### src/verilog/dir_pkg.sv
// Notes on behaviour
// - summary bit 0 flags module failure
// - summary bit 2 flags external error
// - summary bit 3 flags any channel error
// - module info bits 3..0 read 1111b
// - module info bit 4 set, reads 1fh
// - extended bit 3 flags buffer overflow
// - extended bit 6 flags lost process interrupt
// - diagnostic bits per channel reads 00h
// - channel count reads 02h
// - channel fault bits 0,1 flag lost edges
// - record latches full ticker at capture
// - 32-bit microsecond ticker starts at zero
// - ticker wraps to zero after maximum
// - going event follows when causes vanish
// - events between incoming and going discarded
// - serve full set 01h and short set 00h
`default_nettype none
package dir_pkg;
    // clock and ticker timing
    localparam int CLK_PERIOD_NS = 10;
    localparam int US_NS = 1000;
    localparam int PRE_CYCLES = (US_NS + CLK_PERIOD_NS - 1) / CLK_PERIOD_NS;
    localparam int PRE_W = 7;
    localparam logic [PRE_W-1:0] PRE_LAST = PRE_W'(PRE_CYCLES - 1);
    localparam int TS_W = 32;
    localparam logic [TS_W-1:0] TS_RESET = 32'h0000_0000;
    localparam logic [TS_W-1:0] TS_MAX = 32'hffff_ffff;
    // record set codes and lengths in bytes
    localparam logic [7:0] SET_SHORT = 8'h00;
    localparam logic [7:0] SET_FULL = 8'h01;
    localparam int IDX_W = 5;
    localparam logic [IDX_W-1:0] LEN_SHORT = 5'h04;
    localparam logic [IDX_W-1:0] LEN_FULL = 5'h14;
    // byte positions in the record
    localparam logic [IDX_W-1:0] IDX_SUMMARY = 5'h00;
    localparam logic [IDX_W-1:0] IDX_MOD_INFO = 5'h01;
    localparam logic [IDX_W-1:0] IDX_SPARE_C = 5'h02;
    localparam logic [IDX_W-1:0] IDX_EXTENDED = 5'h03;
    localparam logic [IDX_W-1:0] IDX_CH_KIND = 5'h04;
    localparam logic [IDX_W-1:0] IDX_BITS_PER_CH = 5'h05;
    localparam logic [IDX_W-1:0] IDX_CH_COUNT = 5'h06;
    localparam logic [IDX_W-1:0] IDX_CH_FAULT = 5'h07;
    localparam logic [IDX_W-1:0] IDX_TS0 = 5'h10;
    localparam logic [IDX_W-1:0] IDX_TS1 = 5'h11;
    localparam logic [IDX_W-1:0] IDX_TS2 = 5'h12;
    localparam logic [IDX_W-1:0] IDX_TS3 = 5'h13;
    // field positions
    localparam int SUM_FAIL_BIT = 0;
    localparam int SUM_EXT_BIT = 2;
    localparam int SUM_CHAN_BIT = 3;
    localparam int EXT_OVF_BIT = 3;
    localparam int EXT_IRQ_LOST_BIT = 6;
    localparam int CH_N = 2;
    // reset and constant values
    localparam logic [7:0] SUMMARY_RESET = 8'h00;
    localparam logic [7:0] EXTENDED_RESET = 8'h00;
    localparam logic [7:0] CH_FAULT_RESET = 8'h00;
    localparam logic [7:0] SPARE_VALUE = 8'h00;
    localparam logic [7:0] MOD_INFO_VALUE = 8'h1f;
    localparam logic [7:0] CH_KIND_VALUE = 8'h70;
    localparam logic [7:0] BITS_PER_CH_VALUE = 8'h00;
    localparam logic [7:0] CH_COUNT_VALUE = 8'h02;
    // diagnostic sequencer states
    typedef enum logic [1:0] {
        DIR_IDLE = 2'b01,
        DIR_ACTIVE = 2'b10
    } dir_state_t;
endpackage : dir_pkg
`default_nettype wire

### src/verilog/dir_us_ticker.sv
`timescale 1ns/1ps
`default_nettype none
module dir_us_ticker (
    input wire logic core_clk,
    input wire logic rst_b,
    output logic [dir_pkg::TS_W-1:0] us_count
);
    import dir_pkg::*;

    logic [PRE_W-1:0] pre_reg; // cycles within the current microsecond
    logic [TS_W-1:0] us_reg; // free running microsecond count
    logic tick; // last cycle of a microsecond

    assign tick = (pre_reg == PRE_LAST);
    assign us_count = us_reg;

    // prescaler divides the module clock down to one microsecond
    always_ff @(posedge core_clk) begin
        if (!rst_b) begin
            pre_reg <= '0;
        end else if (tick) begin
            pre_reg <= '0;
        end else begin
            pre_reg <= pre_reg + 1'b1;
        end
    end

    // microsecond count, natural 32-bit overflow gives the wrap
    always_ff @(posedge core_clk) begin
        if (!rst_b) begin
            us_reg <= TS_RESET;
        end else if (tick) begin
            us_reg <= us_reg + 1'b1;
        end
    end
endmodule : dir_us_ticker
`default_nettype wire

### src/verilog/dir_record.sv
`timescale 1ns/1ps
`default_nettype none
module dir_record (
    input wire logic core_clk,
    input wire logic rst_b,
    input wire logic module_fail,
    input wire logic ext_error,
    input wire logic buf_overflow,
    input wire logic irq_lost,
    input wire logic [dir_pkg::CH_N-1:0] edge_lost,
    input wire logic rd_req,
    input wire logic [7:0] record_set_selector,
    input wire logic [dir_pkg::IDX_W-1:0] rd_idx,
    output logic rd_ack,
    output logic [7:0] rd_data,
    output logic rd_err,
    output logic diag_incoming,
    output logic diag_going,
    output logic diag_active
);
    import dir_pkg::*;

    dir_state_t state_reg; // diagnostic sequencer
    dir_state_t state_next;
    logic [7:0] summary_reg; // summary byte snapshot
    logic [7:0] extended_reg; // extended byte snapshot
    logic [7:0] ch_fault_reg; // channel fault byte snapshot
    logic [TS_W-1:0] ts_reg; // ticker value at capture
    logic [TS_W-1:0] us_now; // live ticker
    logic cause; // any diagnostic cause present
    logic capture; // record refresh this cycle
    logic rd_ack_reg;
    logic [7:0] rd_data_reg;
    logic rd_err_reg;
    logic incoming_reg;
    logic going_reg;

    // true when the byte lies inside the selected record set
    function automatic logic idx_ok(input logic [7:0] set, input logic [IDX_W-1:0] idx);
        logic ok;
        ok = 1'b0;
        if (set == SET_FULL) begin
            ok = (idx < LEN_FULL);
        end else if (set == SET_SHORT) begin
            ok = (idx < LEN_SHORT);
        end
        return ok;
    endfunction : idx_ok

    // picks one byte of the record, spare bytes read zero
    function automatic logic [7:0] rec_byte(
        input logic [IDX_W-1:0] idx,
        input logic [7:0] sum,
        input logic [7:0] ext,
        input logic [7:0] chf,
        input logic [TS_W-1:0] ts
    );
        logic [7:0] b;
        b = SPARE_VALUE;
        unique case (idx)
            IDX_SUMMARY: b = sum;
            IDX_MOD_INFO: b = MOD_INFO_VALUE;
            IDX_SPARE_C: b = SPARE_VALUE;
            IDX_EXTENDED: b = ext;
            IDX_CH_KIND: b = CH_KIND_VALUE;
            IDX_BITS_PER_CH: b = BITS_PER_CH_VALUE;
            IDX_CH_COUNT: b = CH_COUNT_VALUE;
            IDX_CH_FAULT: b = chf;
            // most significant byte first
            IDX_TS0: b = ts[31:24];
            IDX_TS1: b = ts[23:16];
            IDX_TS2: b = ts[15:8];
            IDX_TS3: b = ts[7:0];
            default: b = SPARE_VALUE; // per-channel spares read zero
        endcase
        return b;
    endfunction : rec_byte

    dir_us_ticker u_ticker (
        .core_clk(core_clk),
        .rst_b(rst_b),
        .us_count(us_now)
    );

    assign cause = module_fail | ext_error | buf_overflow | irq_lost | (|edge_lost);
    // refresh only on the incoming and going transitions
    assign capture = (state_reg == DIR_IDLE && cause) || (state_reg == DIR_ACTIVE && !cause);

    // next state: leave active only once every cause is gone
    always_comb begin
        state_next = state_reg;
        unique case (state_reg)
            DIR_IDLE: begin
                if (cause) begin
                    state_next = DIR_ACTIVE;
                end
            end
            DIR_ACTIVE: begin
                if (!cause) begin
                    state_next = DIR_IDLE;
                end
            end
            default: state_next = DIR_IDLE; // illegal code recovers
        endcase
    end

    // sequencer register
    always_ff @(posedge core_clk) begin
        if (!rst_b) begin
            state_reg <= DIR_IDLE;
        end else begin
            state_reg <= state_next;
        end
    end

    // incoming and going pulses, one cycle each
    always_ff @(posedge core_clk) begin
        if (!rst_b) begin
            incoming_reg <= 1'b0;
            going_reg <= 1'b0;
        end else begin
            incoming_reg <= (state_reg == DIR_IDLE) && cause;
            going_reg <= (state_reg == DIR_ACTIVE) && !cause;
        end
    end

    // summary byte; frozen while active, so late events are dropped
    always_ff @(posedge core_clk) begin
        if (!rst_b) begin
            summary_reg <= SUMMARY_RESET;
        end else if (capture) begin
            summary_reg <= SUMMARY_RESET;
            summary_reg[SUM_FAIL_BIT] <= module_fail;
            summary_reg[SUM_EXT_BIT] <= ext_error;
            summary_reg[SUM_CHAN_BIT] <= |edge_lost;
        end
    end

    // extended byte
    always_ff @(posedge core_clk) begin
        if (!rst_b) begin
            extended_reg <= EXTENDED_RESET;
        end else if (capture) begin
            extended_reg <= EXTENDED_RESET;
            extended_reg[EXT_OVF_BIT] <= buf_overflow;
            extended_reg[EXT_IRQ_LOST_BIT] <= irq_lost;
        end
    end

    // channel fault byte, only at the two transitions
    always_ff @(posedge core_clk) begin
        if (!rst_b) begin
            ch_fault_reg <= CH_FAULT_RESET;
        end else if (capture) begin
            ch_fault_reg <= {{(8 - CH_N){1'b0}}, edge_lost};
        end
    end

    // timestamp of the recorded event
    always_ff @(posedge core_clk) begin
        if (!rst_b) begin
            ts_reg <= TS_RESET;
        end else if (capture) begin
            ts_reg <= us_now;
        end
    end

    // record read port, answer one cycle after the request
    always_ff @(posedge core_clk) begin
        if (!rst_b) begin
            rd_ack_reg <= 1'b0;
            rd_data_reg <= SPARE_VALUE;
            rd_err_reg <= 1'b0;
        end else begin
            rd_ack_reg <= rd_req;
            if (rd_req && idx_ok(record_set_selector, rd_idx)) begin
                rd_data_reg <= rec_byte(rd_idx, summary_reg, extended_reg,
                                        ch_fault_reg, ts_reg);
                rd_err_reg <= 1'b0;
            end else if (rd_req) begin
                // unknown set or byte past its end reads zero
                rd_data_reg <= SPARE_VALUE;
                rd_err_reg <= 1'b1;
            end
        end
    end

    assign rd_ack = rd_ack_reg;
    assign rd_data = rd_data_reg;
    assign rd_err = rd_err_reg;
    assign diag_incoming = incoming_reg;
    assign diag_going = going_reg;
    assign diag_active = (state_reg == DIR_ACTIVE);
endmodule : dir_record
`default_nettype wire

### config.mk
export PLATFORM = sky130hd
export DESIGN_NAME = dir_record
export DESIGN_NICKNAME = d
export VERILOG_FILES = /design/src/verilog/dir_pkg.sv /design/src/verilog/dir_us_ticker.sv /design/src/verilog/dir_record.sv
export SDC_FILE = /design/constraint.sdc
export NUM_CORES = 1
export LEC_CHECK = 0
export BUFFER_PORTS_ARGS = -buffer_cell sky130_fd_sc_hd__buf_2
export CAP_MARGIN = 20
export CORE_AREA = 2 2 82 115
export DETAILED_ROUTE_END_ITERATION = 10
export DIE_AREA = 0 0 84 117
export PLACE_DENSITY_LB_ADDON = 0.1
export SLEW_MARGIN = 20
export SYNTH_ARGS = -nofsm -noshare
export SYNTH_HDL_FRONTEND = slang
export SYNTH_HIERARCHICAL = 1
export SYNTH_SLANG_ARGS = --single-unit
### constraint.sdc
create_clock -name core_clk -period 3.5 [get_ports core_clk]
set_input_delay 0.175 -clock core_clk [delete_from_list [all_inputs] [get_ports core_clk]]
set_output_delay 0.175 -clock core_clk [all_outputs]
set_load 0.01 [all_outputs]
[Yosys cells after proc, flatten, opt, wreduce, memory -nomap -nowiden]
Cells that the tools add are included.
Word-level totals
  register bits: 92
  input port bits: 22
Operators by class
  add/sub/neg operators: 2
  $lt $le $gt $ge: 2
  eq/ne operators: 15
  multiplexer cells: 9
  bitwise operators: 5
  reduce and logical (&&, ||, !) cells: 12
Operator list (number)
  8-bit case mux with 10 select lines: 1
  32-bit by 1-bit adder with 32-bit output, second input constant: 1
  5-bit equality test, second input constant: 4
  8-bit two-way mux: 2
  5-bit by 3-bit equality test with 1-bit output, second input constant: 3
  8-bit by 1-bit equality test with 1-bit output, second input constant: 1
  8-bit logical NOT: 1
  7-bit by 1-bit adder with 7-bit output, second input constant: 1
  7-bit equality test, second input constant: 1
  2-bit OR reduction: 3
  5-bit by 1-bit equality test with 1-bit output, second input constant: 1
  5-bit by 2-bit equality test with 1-bit output, second input constant: 1
  5-bit logical NOT: 1
  5-bit by 3-bit less-than comparator with 1-bit output, second input constant: 1
  5-bit less-than comparator, second input constant: 1
  2-bit two-way mux: 2
  2-bit inequality test, second input constant: 2
  1-bit OR: 4
  2-bit case mux with 2 select lines: 1
  1-bit logical AND: 3
  1-bit two-way mux: 3
  2-bit by 1-bit equality test with 1-bit output, second input constant: 1
  2-bit equality test, second input constant: 1
  2-bit AND reduction: 1
  4 further kinds: 4

[Logic depth before layout (Yosys ltp)]
  depth in word-level cells: 7
  gate-level depth with buffers: 7
  depth with buffers taken out: 6

[Cells and area by module]
Netlist, hierarchy kept.
By module, submodules not included
  dir_record: times used 1, cells each 301, area each 2402.3 µm², seq. area each 1061.0 µm²
  dir_us_ticker: times used 1, cells each 199, area each 1859.3 µm², seq. area each 780.7 µm²

[Worst setup path before layout]
Ideal clock, no wire load.
  path type: reg2reg
  start point: register u_ticker.pre_reg[0]
  end point: register u_ticker.us_reg[29], in the netlist u_ticker/us_count[29]
  setup time: 0.115 ns
  arrival time: 1.876 ns
  data required time: 3.385 ns
  slack: 1.509 ns
  stages on the path, launching flop included: 8
  path through: dfxtp_1 ha_1 nand4bb_4 or4_4 buf_6 nor4_4 xor2_1 and2_1
On the way
  word-level cells in the longest chain between the ends: 1
RTL lines
  from (decl): line dir_us_ticker.sv:10  | logic [PRE_W-1:0] pre_reg;
  from (signal assigned): line dir_us_ticker.sv:24  | pre_reg <= pre_reg + 1'b1;
  7-bit equality test: line dir_us_ticker.sv:14  | assign tick = (pre_reg == PRE_LAST);
  to (signal assigned): line dir_us_ticker.sv:33  | us_reg <= us_reg + 1'b1;
  to (decl): line dir_us_ticker.sv:11  | logic [TS_W-1:0] us_reg;
Every way passes these cells.
A chain may end at the register's enable or synchronous reset.

[Worst setup path after layout]
  start point: register u_ticker.pre_reg[0]
  end point: register u_ticker.us_reg[25], in the netlist u_ticker/us_count[25]
Same word-level chain as after synthesis.

==> impl_metrics.toml <==
[clocking]
path_clk_slew_ns = 0.06
post_cts_buffers = 0
max-clock-path-buffers = 2
cts_sinks = 92
insertion_delay_ns = 0.34
ctsResizeCount = 0
cts_hold_buffers = 0
numCtsBuffers = 9
cts_tree = "done"
htree_levels = 3
root_buffer = "clkbuf_16"

[synth]
async_reset_ff_share_pct = 0
synth_area_um2 = 4262
synthTopCellsByArea = "dfxtp_1 43%, nand2_1 9.1%, a21oi_1 5.4%"
syn_inst = 500
syn_avg_cell_area_um2 = 8.523
ys_types = 61
synth_edf_count = 0
synth_top_area_cell = "dfxtp_1"
synth_top_area_share_pct = 43.22
syn_nets = 524
synth_ff_type = "dfxtp_1"
synth_seq_cells = 92
yosysSeqAreaShare_pct = 43.22
yosysWarningCount = 6

[floorplanning]
initial_core_util_pct = 48.02
core-area_um2 = 8875
dieHeight_um = 117
ios = 35
rows = 41
die_area_um2 = 9828
die_w_um = 84

[global_routing]
grt_max_degree = 47
grt-ovfl-total = 0
track_usage_pct = 20.62
grt_pass1_vias = 3156
antenna_found_initial = 0
grt_pass1_wl_um = 15810

[setup_path]
cp_max_fo = 12
max_stage_delay_ns = 0.64
cp_cell_sequence = "ha_1 -> nand4bb_4 -> or4_4 -> nor4_1 -> xor2_1 -> and2_1"
crit_required_ns = 3.74
critPathBufInv = 0
start_kind = "flop"
cp_slowest_cell = "or4_4"
critPathTopFamily = "simple AND/OR/NAND/NOR gates"
critPathKind = "flop to flop"
arrival_ns = 2.40
cp-end-kind = "flop"

[detailed_routing]
vias = 3406
wl_per_cell_um = 15.53
routed_wl_um = 9813
antenna_left = 0
drc = 0
vias_per_cell = 5.389
drt_iter0_drc = 164
dr.pass1.iters = 4

[sta]
slew_headroom_pct = 46.07
final.period_utilization_pct = 61.79
worstMarginPinSlew_ns = 0.8078
period_minus_slack_ns = 2.163
setup_viol = 0
fin_skew_ns = 0.005642
clock.fmax_ghz = 0.4624
slew_viol_final = 0
hold_viol = 0
finalSetupTns_ns = 0
holdWs_ns = 0.08209
rsz0062_at_grt = "no"

[finish]
area_delta_synth_final_pct = 13.18
seqCellArea_um2 = 1842
nFillCells = 866
multi_input_area_um2 = 2236
layout_commonest_cell = "nand2_1"
mostFrequentLayoutCells = "103 x nand2_1, 92 x dfxtp_1, 46 x a21oi_1, 34 x buf_2, 26 x and2_1"
layoutNonFillerInstCount = 632
final_layout_size_suffix_gt1_share_pct = 13.52
n_antenna_cell = 0
fin_nets = 544

[placement]
port_buffers = 34
gp_congestion = 0.8630
dp.cells = 615
dp_hpwl_um = 6973

[job]
maxCapViolCount = 0

[power]
peakVddDrop_mv = 0.2558
pwr-share-clk_pct = 47.1
power.density_nw_per_um2 = 496.7
p_int_w = 0.001845
finalPower_w = 0.002396
p_leak_nw = 1.858
comb_power_share_pct = 7.9
p_seq_share_pct = 45.0
switching_share_pct = 22.99
switching_power_w = 0.0005506

[hold_path]
hold_path_class = "input pin to flop"

[run_status]
status = "completed"
## synth_stat cells, types with 2 or more instances
cell       instances
a211oi_1           2
a21boi_0           4
a21oi_1           46
a31oi_1            5
and2_1            26
and2b_2            2
and3_1             2
and4_1             5
buf_2              6
buf_6              3
clkbuf_1          14
clkbuf_8           2
dfxtp_1           92
ha_1               2
inv_1             12
mux2i_1            9
nand2_1          103
nand2b_1           4
nand3_1           15
nand4_1            8
nand4b_1           3
nor2_1            23
nor2b_1            8
nor3_1            10
nor3b_1            2
nor4_1             8
o211ai_1           3
o21ai_0            8
o21bai_1           2
o2bb2ai_1          2
o31ai_1            4
or3_1              3
or4_4              3
xnor2_1            9
xor2_1            24
## layer usage
layer / track usage [%] / routed length (µm)
met5: 0 / 0
met4: 13.66 / 446
met2: 34.35 / 4755
met1: 24.63 / 4342
met3: 3.576 / 269
## cell type report
class	instances	share of cell area, %
clock inverters	6	2.309
clock buffers	10	4.955
repair buffers	37	4.410
flip-flops and latches	92	38.18
inverters	13	1.012
well taps	107	2.776
multi-input cells	367	46.36
## power by group through the flow
stage / clock network [W] / registers, W / logic (W)
after CTS: 0.00115 / 0.00108 / 0.000178
after global placement: 0 / 0.00110 / 0.000176
final: 0.00113 / 0.00108 / 0.000190
after floorplan: 0 / 0.00110 / 0.000127
after global routing: 0.00120 / 0.00108 / 0.000211
after detailed placement: 0 / 0.00110 / 0.000178
## worst paths after layout
check                           depth (start not counted)  slack, ns                 from                     to
worst min-delay path                                    3       0.08         edge_lost[1]        ch_fault_reg[1]
worst min register to register                          1       0.45  u_ticker/pre_reg[0]    u_ticker/pre_reg[0]
worst max register to register                          6       1.34  u_ticker/pre_reg[0]  u_ticker/us_count[25]
worst max-delay path                                    6       1.34  u_ticker/pre_reg[0]  u_ticker/us_count[25]
## through the flow
step | setup slack (ns) | util (%) | instance area, µm²
CTS | 1.330 | 54.04 | 4796
detailed placement | 1.346 | 50.09 | 4446
finish | 1.337 | 54.35 | 4823
global placement | 1.398 | 50.09 | 4446
floorplan | 1.509 | - | 4262
global route | 1.130 | 54.35 | 4823
## logic make-up after synthesis
| kind of cell | after synthesis | share of synthesized area [%] |
|---|---|---|
| xor+xnor | 33 | 6.782 |
| flops | 92 | 43.22 |
| mux | 11 | 2.907 |
| simple gates | 233 | 28.95 |
| buf+inv | 41 | 4.903 |
| fa+ha+maj | 3 | 0.8220 |
| compound gates | 87 | 12.42 |
## tightest hold or removal path: stages
cell	delay, ns
buf_2	0.10
nand2_1	0.05
a21oi_1	0.05
Note: power is estimated with default switching activity, not from simulation.
